File: src/ext_cfg_pkg.sv
// Purpose: Shared constants and types for the external configuration space port.
// Assumes: One user clock at 125 MHz; all request and answer signals are on that clock.
// Notes: The read time-out figure is a cycle count of the user clock.
`default_nettype none

package ext_cfg_pkg;

  // Field widths of the forwarded request.
  localparam int unsigned REG_NUM_W = 10;
  localparam int unsigned FUNC_NUM_W = 8;
  localparam int unsigned DATA_W = 32;
  localparam int unsigned BYTE_EN_W = 4;
  localparam int unsigned BYTE_W = 8;

  // Register-number windows that user logic serves.
  localparam logic [REG_NUM_W-1:0] LEGACY_LO = 10'h0B0;
  localparam logic [REG_NUM_W-1:0] LEGACY_HI = 10'h0BF;
  localparam logic [REG_NUM_W-1:0] EXTENDED_LO = 10'h120;
  localparam logic [REG_NUM_W-1:0] EXTENDED_HI = 10'h13F;

  // Read answer time-out, in user clock cycles, and the counter width that holds it.
  localparam int unsigned READ_TIMEOUT_CYCLES = 262144;
  localparam int unsigned TIMER_W = 19;

  // Payload of the automatic answer after a time-out.
  localparam logic [DATA_W-1:0] AUTO_PAYLOAD = 32'h0000_0000;

  // Reset values of the captured request fields.
  localparam logic [REG_NUM_W-1:0] REG_NUM_RESET = 10'h000;
  localparam logic [FUNC_NUM_W-1:0] FUNC_NUM_RESET = 8'h00;
  localparam logic [DATA_W-1:0] DATA_RESET = 32'h0000_0000;
  localparam logic [BYTE_EN_W-1:0] BYTE_EN_RESET = 4'h0;

  // Read tracking state.
  typedef enum logic [0:0] {
    S_IDLE = 1'b0,
    S_WAIT = 1'b1
  } rd_state_e;

endpackage : ext_cfg_pkg

`default_nettype wire

File: src/ext_config_space_port.sv
// Purpose: Forwards configuration reads and writes from the link to user-held registers.
// Assumes: Link requests and user answers are all on clk; no synchroniser is needed.
// Notes: Only one read is tracked at a time; link_req_ready holds requests off meanwhile.
//
// Overview of operation
// - One-cycle read-seen pulse for every read.
// - Ten-bit register number valid during pulses.
// - Eight-bit function number valid during pulses.
// - Reads at 0xB0 to 0xBF are legacy.
// - Reads at 0x120 to 0x13F are extended.
// - In-window writes raise write-seen with fields.
// - Thirty-two-bit data, four-bit enables on writes.
// - Read data captured on the edge that samples read-valid high.
// - Read-valid sampled edge after read-seen.
// - No answer in 262144 cycles: zero completion.
// - Pulses only when extended space enabled.
`default_nettype none

module ext_config_space_port
#(
  parameter int unsigned TIMEOUT_CYCLES = ext_cfg_pkg::READ_TIMEOUT_CYCLES
)
(
  // Clock and reset
  input wire logic clk,
  input wire logic rst_n,

  // Core configuration option
  input wire logic ext_space_enable,

  // Configuration requests arriving from the link
  input wire logic link_req_valid,
  output logic link_req_ready,
  input wire logic link_req_write,
  input wire logic [ext_cfg_pkg::REG_NUM_W-1:0] link_req_reg_num,
  input wire logic [ext_cfg_pkg::FUNC_NUM_W-1:0] link_req_func_num,
  input wire logic [ext_cfg_pkg::DATA_W-1:0] link_req_wr_data,
  input wire logic [ext_cfg_pkg::BYTE_EN_W-1:0] link_req_byte_en,

  // Read answers returned toward the link
  output logic cpl_valid,
  output logic [ext_cfg_pkg::DATA_W-1:0] cpl_data,
  output logic cpl_external,
  output logic cpl_auto,
  output logic [ext_cfg_pkg::REG_NUM_W-1:0] cpl_reg_num,
  output logic [ext_cfg_pkg::FUNC_NUM_W-1:0] cpl_func_num,

  // Indications toward user logic
  output logic rd_seen,
  output logic wr_seen,
  output logic [ext_cfg_pkg::REG_NUM_W-1:0] reg_num,
  output logic [ext_cfg_pkg::FUNC_NUM_W-1:0] func_num,
  output logic [ext_cfg_pkg::DATA_W-1:0] wr_data,
  output logic [ext_cfg_pkg::BYTE_EN_W-1:0] wr_byte_en,

  // Read answer from user logic
  input wire logic [ext_cfg_pkg::DATA_W-1:0] user_rd_data,
  input wire logic user_rd_valid
);

  // Read tracking state.
  ext_cfg_pkg::rd_state_e state_q;
  ext_cfg_pkg::rd_state_e state_d;

  // Registered outputs.
  logic rd_seen_q;
  logic wr_seen_q;
  logic [ext_cfg_pkg::REG_NUM_W-1:0] reg_num_q;
  logic [ext_cfg_pkg::FUNC_NUM_W-1:0] func_num_q;
  logic [ext_cfg_pkg::DATA_W-1:0] wr_data_q;
  logic [ext_cfg_pkg::BYTE_EN_W-1:0] wr_byte_en_q;
  logic cpl_valid_q;
  logic [ext_cfg_pkg::DATA_W-1:0] cpl_data_q;
  logic cpl_external_q;
  logic cpl_auto_q;
  logic [ext_cfg_pkg::REG_NUM_W-1:0] cpl_reg_num_q;
  logic [ext_cfg_pkg::FUNC_NUM_W-1:0] cpl_func_num_q;

  // Request decode.
  logic req_take;
  logic req_in_legacy;
  logic req_in_extended;
  logic req_in_window;
  logic fwd_read;
  logic fwd_write;
  logic local_read;
  logic [ext_cfg_pkg::DATA_W-1:0] wr_data_masked;

  // Answer decode.
  logic waiting;
  logic user_answer;
  logic wait_expired;
  logic timer_last;

  // Window classification of the incoming register number.
  cfg_range_classify u_classify
  (
    .reg_num(link_req_reg_num),
    .in_legacy(req_in_legacy),
    .in_extended(req_in_extended),
    .in_any(req_in_window)
  );

  // Single read outstanding.
  // Requests are only taken while no read waits, so the shared fields never change mid-read.
  assign link_req_ready = (state_q == ext_cfg_pkg::S_IDLE);
  assign req_take = link_req_valid && link_req_ready;

  // Forwarding needs the option.
  // With the option off the user side stays silent and reads are answered locally at once.
  assign fwd_read = req_take && !link_req_write && ext_space_enable;
  assign fwd_write = req_take && link_req_write && ext_space_enable && req_in_window;

  // Only windowed reads wait.
  // A forwarded read outside both windows is still shown to user logic but never awaited.
  assign local_read = req_take && !link_req_write && !(ext_space_enable && req_in_window);

  // Per-lane byte qualification.
  // Disabled lanes read as zero so user logic cannot latch stale bytes by mistake.
  for (genvar lane = 0; lane < ext_cfg_pkg::BYTE_EN_W; lane++)
  begin : g_lane
    assign wr_data_masked[lane*ext_cfg_pkg::BYTE_W +: ext_cfg_pkg::BYTE_W] =
      link_req_byte_en[lane] ? link_req_wr_data[lane*ext_cfg_pkg::BYTE_W +: ext_cfg_pkg::BYTE_W]
                             : '0;
  end

  // Wait-state qualifiers.
  assign waiting = (state_q == ext_cfg_pkg::S_WAIT);

  // Strobe sampled while waiting.
  // The first sample is the edge that ends the read-seen pulse, since the wait starts with it.
  assign user_answer = waiting && user_rd_valid;

  // Time-out without answer.
  // A strobe in the very last allowed cycle still wins over the automatic answer.
  assign wait_expired = timer_last && !user_rd_valid;

  // Counts the cycles of the current wait.
  read_timeout_timer #(
    .TIMEOUT_CYCLES(TIMEOUT_CYCLES)
  ) u_timer
  (
    .clk(clk),
    .rst_n(rst_n),
    .run(waiting),
    .last_cycle(timer_last)
  );

  // Next read state.
  always_comb
  begin
    state_d = state_q;
    unique case (state_q)
      ext_cfg_pkg::S_IDLE:
      begin
        if (fwd_read && req_in_window)
        begin
          state_d = ext_cfg_pkg::S_WAIT;
        end
      end
      ext_cfg_pkg::S_WAIT:
      begin
        if (user_answer || wait_expired)
        begin
          state_d = ext_cfg_pkg::S_IDLE;
        end
      end
    endcase
  end

  // Late data is ignored.
  // Once back in idle the read strobe is no longer looked at, so a late answer has no effect.
  always_ff @(posedge clk or negedge rst_n)
  begin
    if (!rst_n)
    begin
      state_q <= ext_cfg_pkg::S_IDLE;
    end
    else
    begin
      state_q <= state_d;
    end
  end

  // One-cycle read pulse.
  // Every forwarded read pulses, whatever its address; the request is taken only once.
  always_ff @(posedge clk or negedge rst_n)
  begin
    if (!rst_n)
    begin
      rd_seen_q <= 1'b0;
    end
    else
    begin
      rd_seen_q <= fwd_read;
    end
  end

  always_ff @(posedge clk or negedge rst_n)
  begin
    if (!rst_n)
    begin
      wr_seen_q <= 1'b0;
    end
    else
    begin
      wr_seen_q <= fwd_write;
    end
  end

  // Register and function number capture.
  // The fields hold after the pulse so user logic may look at them a cycle late.
  always_ff @(posedge clk or negedge rst_n)
  begin
    if (!rst_n)
    begin
      reg_num_q <= ext_cfg_pkg::REG_NUM_RESET;
      func_num_q <= ext_cfg_pkg::FUNC_NUM_RESET;
    end
    else if (fwd_read || fwd_write)
    begin
      reg_num_q <= link_req_reg_num;
      func_num_q <= link_req_func_num;
    end
  end

  always_ff @(posedge clk or negedge rst_n)
  begin
    if (!rst_n)
    begin
      wr_data_q <= ext_cfg_pkg::DATA_RESET;
      wr_byte_en_q <= ext_cfg_pkg::BYTE_EN_RESET;
    end
    else if (fwd_write)
    begin
      wr_data_q <= wr_data_masked;
      wr_byte_en_q <= link_req_byte_en;
    end
  end

  // Completion pulse: user answer, time-out, or a read the core answers itself.
  always_ff @(posedge clk or negedge rst_n)
  begin
    if (!rst_n)
    begin
      cpl_valid_q <= 1'b0;
      cpl_external_q <= 1'b0;
      cpl_auto_q <= 1'b0;
    end
    else
    begin
      cpl_valid_q <= user_answer || wait_expired || local_read;
      cpl_external_q <= user_answer || wait_expired;
      cpl_auto_q <= wait_expired;
    end
  end

  // Zero payload on time-out.
  // Local reads carry zero here; the core supplies its own register contents for them.
  always_ff @(posedge clk or negedge rst_n)
  begin
    if (!rst_n)
    begin
      cpl_data_q <= ext_cfg_pkg::DATA_RESET;
    end
    else if (user_answer)
    begin
      cpl_data_q <= user_rd_data;
    end
    else if (wait_expired || local_read)
    begin
      cpl_data_q <= ext_cfg_pkg::AUTO_PAYLOAD;
    end
  end

  // Completion addressing follows the read it answers.
  always_ff @(posedge clk or negedge rst_n)
  begin
    if (!rst_n)
    begin
      cpl_reg_num_q <= ext_cfg_pkg::REG_NUM_RESET;
      cpl_func_num_q <= ext_cfg_pkg::FUNC_NUM_RESET;
    end
    else if (local_read)
    begin
      cpl_reg_num_q <= link_req_reg_num;
      cpl_func_num_q <= link_req_func_num;
    end
    else if (user_answer || wait_expired)
    begin
      cpl_reg_num_q <= reg_num_q;
      cpl_func_num_q <= func_num_q;
    end
  end

  // Output drive, all from flip-flops except the ready handshake.
  assign rd_seen = rd_seen_q;
  assign wr_seen = wr_seen_q;
  assign reg_num = reg_num_q;
  assign func_num = func_num_q;
  assign wr_data = wr_data_q;
  assign wr_byte_en = wr_byte_en_q;
  assign cpl_valid = cpl_valid_q;
  assign cpl_data = cpl_data_q;
  assign cpl_external = cpl_external_q;
  assign cpl_auto = cpl_auto_q;
  assign cpl_reg_num = cpl_reg_num_q;
  assign cpl_func_num = cpl_func_num_q;

endmodule // ext_config_space_port

`default_nettype wire

File: src/cfg_range_classify.sv
// Purpose: Sorts a register number into the legacy or extended window served by user logic.
// Assumes: Purely combinational; the caller registers whatever it needs.
// Notes: The two windows do not overlap, so in_legacy and in_extended are never high together.
`default_nettype none

module cfg_range_classify
(
  // Register number under test
  input wire logic [ext_cfg_pkg::REG_NUM_W-1:0] reg_num,
  // Window flags
  output logic in_legacy,
  output logic in_extended,
  output logic in_any
);

  assign in_legacy = (reg_num >= ext_cfg_pkg::LEGACY_LO) && (reg_num <= ext_cfg_pkg::LEGACY_HI);

  assign in_extended = (reg_num >= ext_cfg_pkg::EXTENDED_LO) && (reg_num <= ext_cfg_pkg::EXTENDED_HI);

  // Either window means user logic owns the register.
  assign in_any = in_legacy || in_extended;

endmodule // cfg_range_classify

`default_nettype wire

File: src/read_timeout_timer.sv
// Purpose: Counts the cycles a forwarded read has waited and flags the last allowed one.
// Assumes: run stays high for the whole wait and drops as soon as the read is answered.
// Notes: The limit is a parameter so that a simulation can shorten it.
`default_nettype none

module read_timeout_timer
#(
  parameter int unsigned TIMEOUT_CYCLES = ext_cfg_pkg::READ_TIMEOUT_CYCLES
)
(
  // Clock and reset
  input wire logic clk,
  input wire logic rst_n,
  // Control
  input wire logic run,
  // Status
  output logic last_cycle
);

  localparam logic [ext_cfg_pkg::TIMER_W-1:0] LIMIT = ext_cfg_pkg::TIMER_W'(TIMEOUT_CYCLES - 1);

  logic [ext_cfg_pkg::TIMER_W-1:0] count_q;

  // The count restarts from zero whenever no read is waiting, so each read gets a full budget.
  always_ff @(posedge clk or negedge rst_n)
  begin
    if (!rst_n)
    begin
      count_q <= '0;
    end
    else if (!run)
    begin
      count_q <= '0;
    end
    else if (count_q != LIMIT)
    begin
      count_q <= count_q + 1'b1;
    end
  end

  assign last_cycle = run && (count_q == LIMIT);

endmodule // read_timeout_timer

`default_nettype wire

File: config.mk
export PLATFORM = sky130hd
export DESIGN_NAME = ext_config_space_port
export DESIGN_NICKNAME = d
export VERILOG_FILES = /design/src/ext_cfg_pkg.sv /design/src/ext_config_space_port.sv /design/src/cfg_range_classify.sv /design/src/read_timeout_timer.sv
export SDC_FILE = /design/constraint.sdc
export NUM_CORES = 1
export LEC_CHECK = 0
export ABC_AREA = 1
export BUFFER_PORTS_ARGS = -buffer_cell sky130_fd_sc_hd__buf_2
export CAP_MARGIN = 15
export CORE_UTILIZATION = 35
export CTS_CLUSTER_SIZE = 16
export DETAILED_ROUTE_END_ITERATION = 10
export SKIP_CTS_REPAIR_TIMING = 1
export SYNTH_ARGS = -nofsm -noshare
export SYNTH_HDL_FRONTEND = slang
export SYNTH_SLANG_ARGS = --single-unit
File: constraint.sdc
create_clock -name clk -period 4.8 [get_ports clk]
set_input_delay 0.96 -clock clk [delete_from_list [all_inputs] [get_ports clk]]
set_output_delay 0.96 -clock clk [all_outputs]
set_load 0.05 [all_outputs]
==> impl_metrics.env <==
export IMPL_critPathRequiredTime_ns=3.84
export IMPL_wl_met1_um=7310
export IMPL_dr_pass1_iters=5
export IMPL_synth_cell_types=36
export IMPL_cts_sinks=129
export IMPL_rows=46
export IMPL_ys_seq_area_frac=0.555
export IMPL_place_gp_congestion=0.809
export IMPL_port_buffers=201
export IMPL_synth_edff_count=0
export IMPL_die_x_um=131
export IMPL_worst_slew_pin_slew_ns=0.988
export IMPL_die_area_mm2=0.0172
export IMPL_finalCriticalPeriod_ns=2.68
export IMPL_grt_max_degree=105
export IMPL_yosysMostFrequentCell="nand2_1"
export IMPL_fmax_mhz=373
export IMPL_arrival_ns=1.72
export IMPL_synth_top_area_share=0.555
export IMPL_total_power_mw=4.19
export IMPL_drc_errors=0
export IMPL_grt_overflow=0
export IMPL_cts_root_buf="clkbuf_16"
export IMPL_power_leakage_nw=4.25
export IMPL_nFillCells=1611
export IMPL_hold_viol=0
export IMPL_max_slew_margin=0.341
export IMPL_path_buf_inv=2
export IMPL_status="finished, final reports clean"
export IMPL_finalCritPeriodShare=0.558
export IMPL_synthesis_area_mm2=0.00582
export IMPL_cts_tree="yes"
export IMPL_holdCritPathClass="flop to flop"
export IMPL_hold_path_depth=2
export IMPL_dpl_hpwl_um=10800
export IMPL_synth_area_leaders="dfrtp_1, nand2_1, nand4_1, nand3_1, o21ai_0"
export IMPL_via_count=5297
export IMPL_clkTransAtPathRegs_ns=0.06
export IMPL_crit_family="flip-flops"
export IMPL_grt_pass1_vias=4952
export IMPL_via_per_inst=4.85
export IMPL_highest_layer="met4"
export IMPL_drv_slew=0
export IMPL_rsz0062_at_grt="no"
export IMPL_crit_chain="inv_2 -> buf_2"
export IMPL_grt_use_total=0.196
export IMPL_cts_made_buffers=17
export IMPL_final_nets=957
export IMPL_power_density_mw_per_mm2=555
export IMPL_critPathLaunchType="flop"
export IMPL_synth_top_cells_by_count="nand2_1, dfrtp_1, nand3_1"
export IMPL_syn2layout_area_growth_pct=29.7
export IMPL_crit_slowest_cell="dfrtp_1"
export IMPL_core_area_mm2=0.0161
export IMPL_antenna_found_initial=0
export IMPL_cp_max_fo=21
export IMPL_dr_first_iter_drc_count=402
export IMPL_finalSetupViolCount=0
export IMPL_grt_pass1_wl_um=25500
export IMPL_ys_flop_type="dfrtp_1"
export IMPL_final_setup_tns_ns=0
export IMPL_clk_latency_ns=0.42
export IMPL_die_y_um=131
export IMPL_yosysWarnings=0
export IMPL_fin_util=0.470
export IMPL_cts_buffer_depth=2
export IMPL_syn_avg_cell_area_um2=8.53
export IMPL_path_class="flop to primary output"
export IMPL_htree_levels=4
export IMPL_n_antenna_cell=0
export IMPL_io_pins=202
export IMPL_start_util=0.362
export IMPL_ir_drop_uv=271
export IMPL_ys_ff_latch=129
export IMPL_cp_slowest_stage_delay_ns=0.86
export IMPL_path_depth=2
export IMPL_met3_length_um=1250
export IMPL_synth_fp_nets=775
export IMPL_fin_worst_skew_ns=0.0208
export IMPL_drive_above_1_share=0.288
export IMPL_wl_um=16100
export IMPL_r2r_cells=10
export IMPL_route_met2_wl_um=7390
export IMPL_worst_setup_path_end_kind="primary output"
export IMPL_route_antenna_remaining_nets=0
export IMPL_synth_cells=682
export IMPL_yosys_area_top_type="dfrtp_1"
export IMPL_synthArstFlopShare=1.00
export IMPL_routedWlPerCell_um=14.8
export IMPL_cap_violations=0
-- cell usage in the layout (no fill, tap or decap), drive strengths merged --
cell and instances:
o211ai 1, and3 1, o21bai 1, a21oi 2, bufinv 4, inv 40
or2 1, nand3 69, clkbuf 20, nor3 8, nor2 20, ha 1
xor2 1, nand4 55, a31oi 4, o31ai 3, clkinvlp 3, nor3b 1
o21ai 64, a21o 1, dfrtp 129, buf 208, nand2 237, clkinv 3
-- sequential cells by signal (all words and copies together) (netlist names) --
name / count
wr_seen: 1
reg_num: 10
func_num: 8
cpl_valid: 1
rd_seen: 1
cpl_data: 32
cpl_auto: 1
u_timer.count_q: 19
cpl_func_num: 8
cpl_reg_num: 10
wr_data: 32
wr_byte_en: 4
state_q: 1
cpl_external: 1
-- logic make-up after synthesis --
family,share of synthesized area
buf+inv,0.0634
xor+xnor,0.00151
fa+ha+maj,0.00215
simple gates,0.309
flops,0.555
compound gates,0.0694
-- layer usage --
| metal | global-route usage | vias to the layer above |
|---|---|---|
| met1 | 0.250 | 2464 |
| li1 | - | 2644 |
| met5 | 0 | - |
| met3 | 0.0790 | 12 |
| met4 | 0.0778 | 0 |
| met2 | 0.295 | 177 |
-- per-stage QoR --
step	cell area (µm²)	cells	setup WS [ns]	hold slack, ns
final	7550	1093	2.12	0.499
after global routing	7550	1093	1.90	0.522
after CTS	7550	1093	2.08	0.505
after detailed placement	6930	1061	2.10	0.484
after global placement	6930	1061	2.17	0.477
after floorplan	5820	682	2.75	0.472
-- worst paths after layout --
check | from | endpoint | slack, ns
setup / recovery | state_q$_DFF_PN0_ | link_req_ready | 2.12
hold / removal | wr_byte_en[3]$_DFFE_PN0P_ | wr_byte_en[3]$_DFFE_PN0P_ | 0.50
setup reg to reg | state_q$_DFF_PN0_ | cpl_reg_num[1]$_DFFE_PN0P_ | 2.17
hold reg to reg | wr_byte_en[3]$_DFFE_PN0P_ | wr_byte_en[3]$_DFFE_PN0P_ | 0.50
max in group asynchronous | rst_n | rd_seen$_DFF_PN0_ | 3.19
min in group asynchronous | rst_n | u_timer.count_q[9]$_DFFE_PN0P_ | 0.65
-- where the power goes --
| part | total, mW | internal [mW] | switching (mW) |
|---|---|---|---|
| clock | 1.36 | 0.873 | 0.486 |
| combinational | 1.40 | 0.297 | 1.10 |
| sequential | 1.43 | 1.30 | 0.139 |
| total | 4.19 | 2.47 | 1.72 |
-- layout make-up --
type                    count  area [µm²]  area share
repair buffers            208        1060       0.141
multi-input cells         470        2230       0.295
clock inverters            12         183      0.0242
clock buffers              20         437      0.0578
inverters                  38         143      0.0189
well taps                 216         270      0.0358
flip-flops and latches    129        3230       0.428
-- worst reg2reg max path, cell delays in order, from the launching register on --
cell and delay (ns):
dfrtp_1 0.86, inv_2 0.18, nand2_1 0.17, nor2_2 0.04, buf_4 0.20, nand2_4 0.43, buf_4 0.39, nand2_1 0.09
nand2_1 0.08, nand2_1 0.07, nand2_1 0.07
Note: power is estimated with default switching activity, not from simulation.
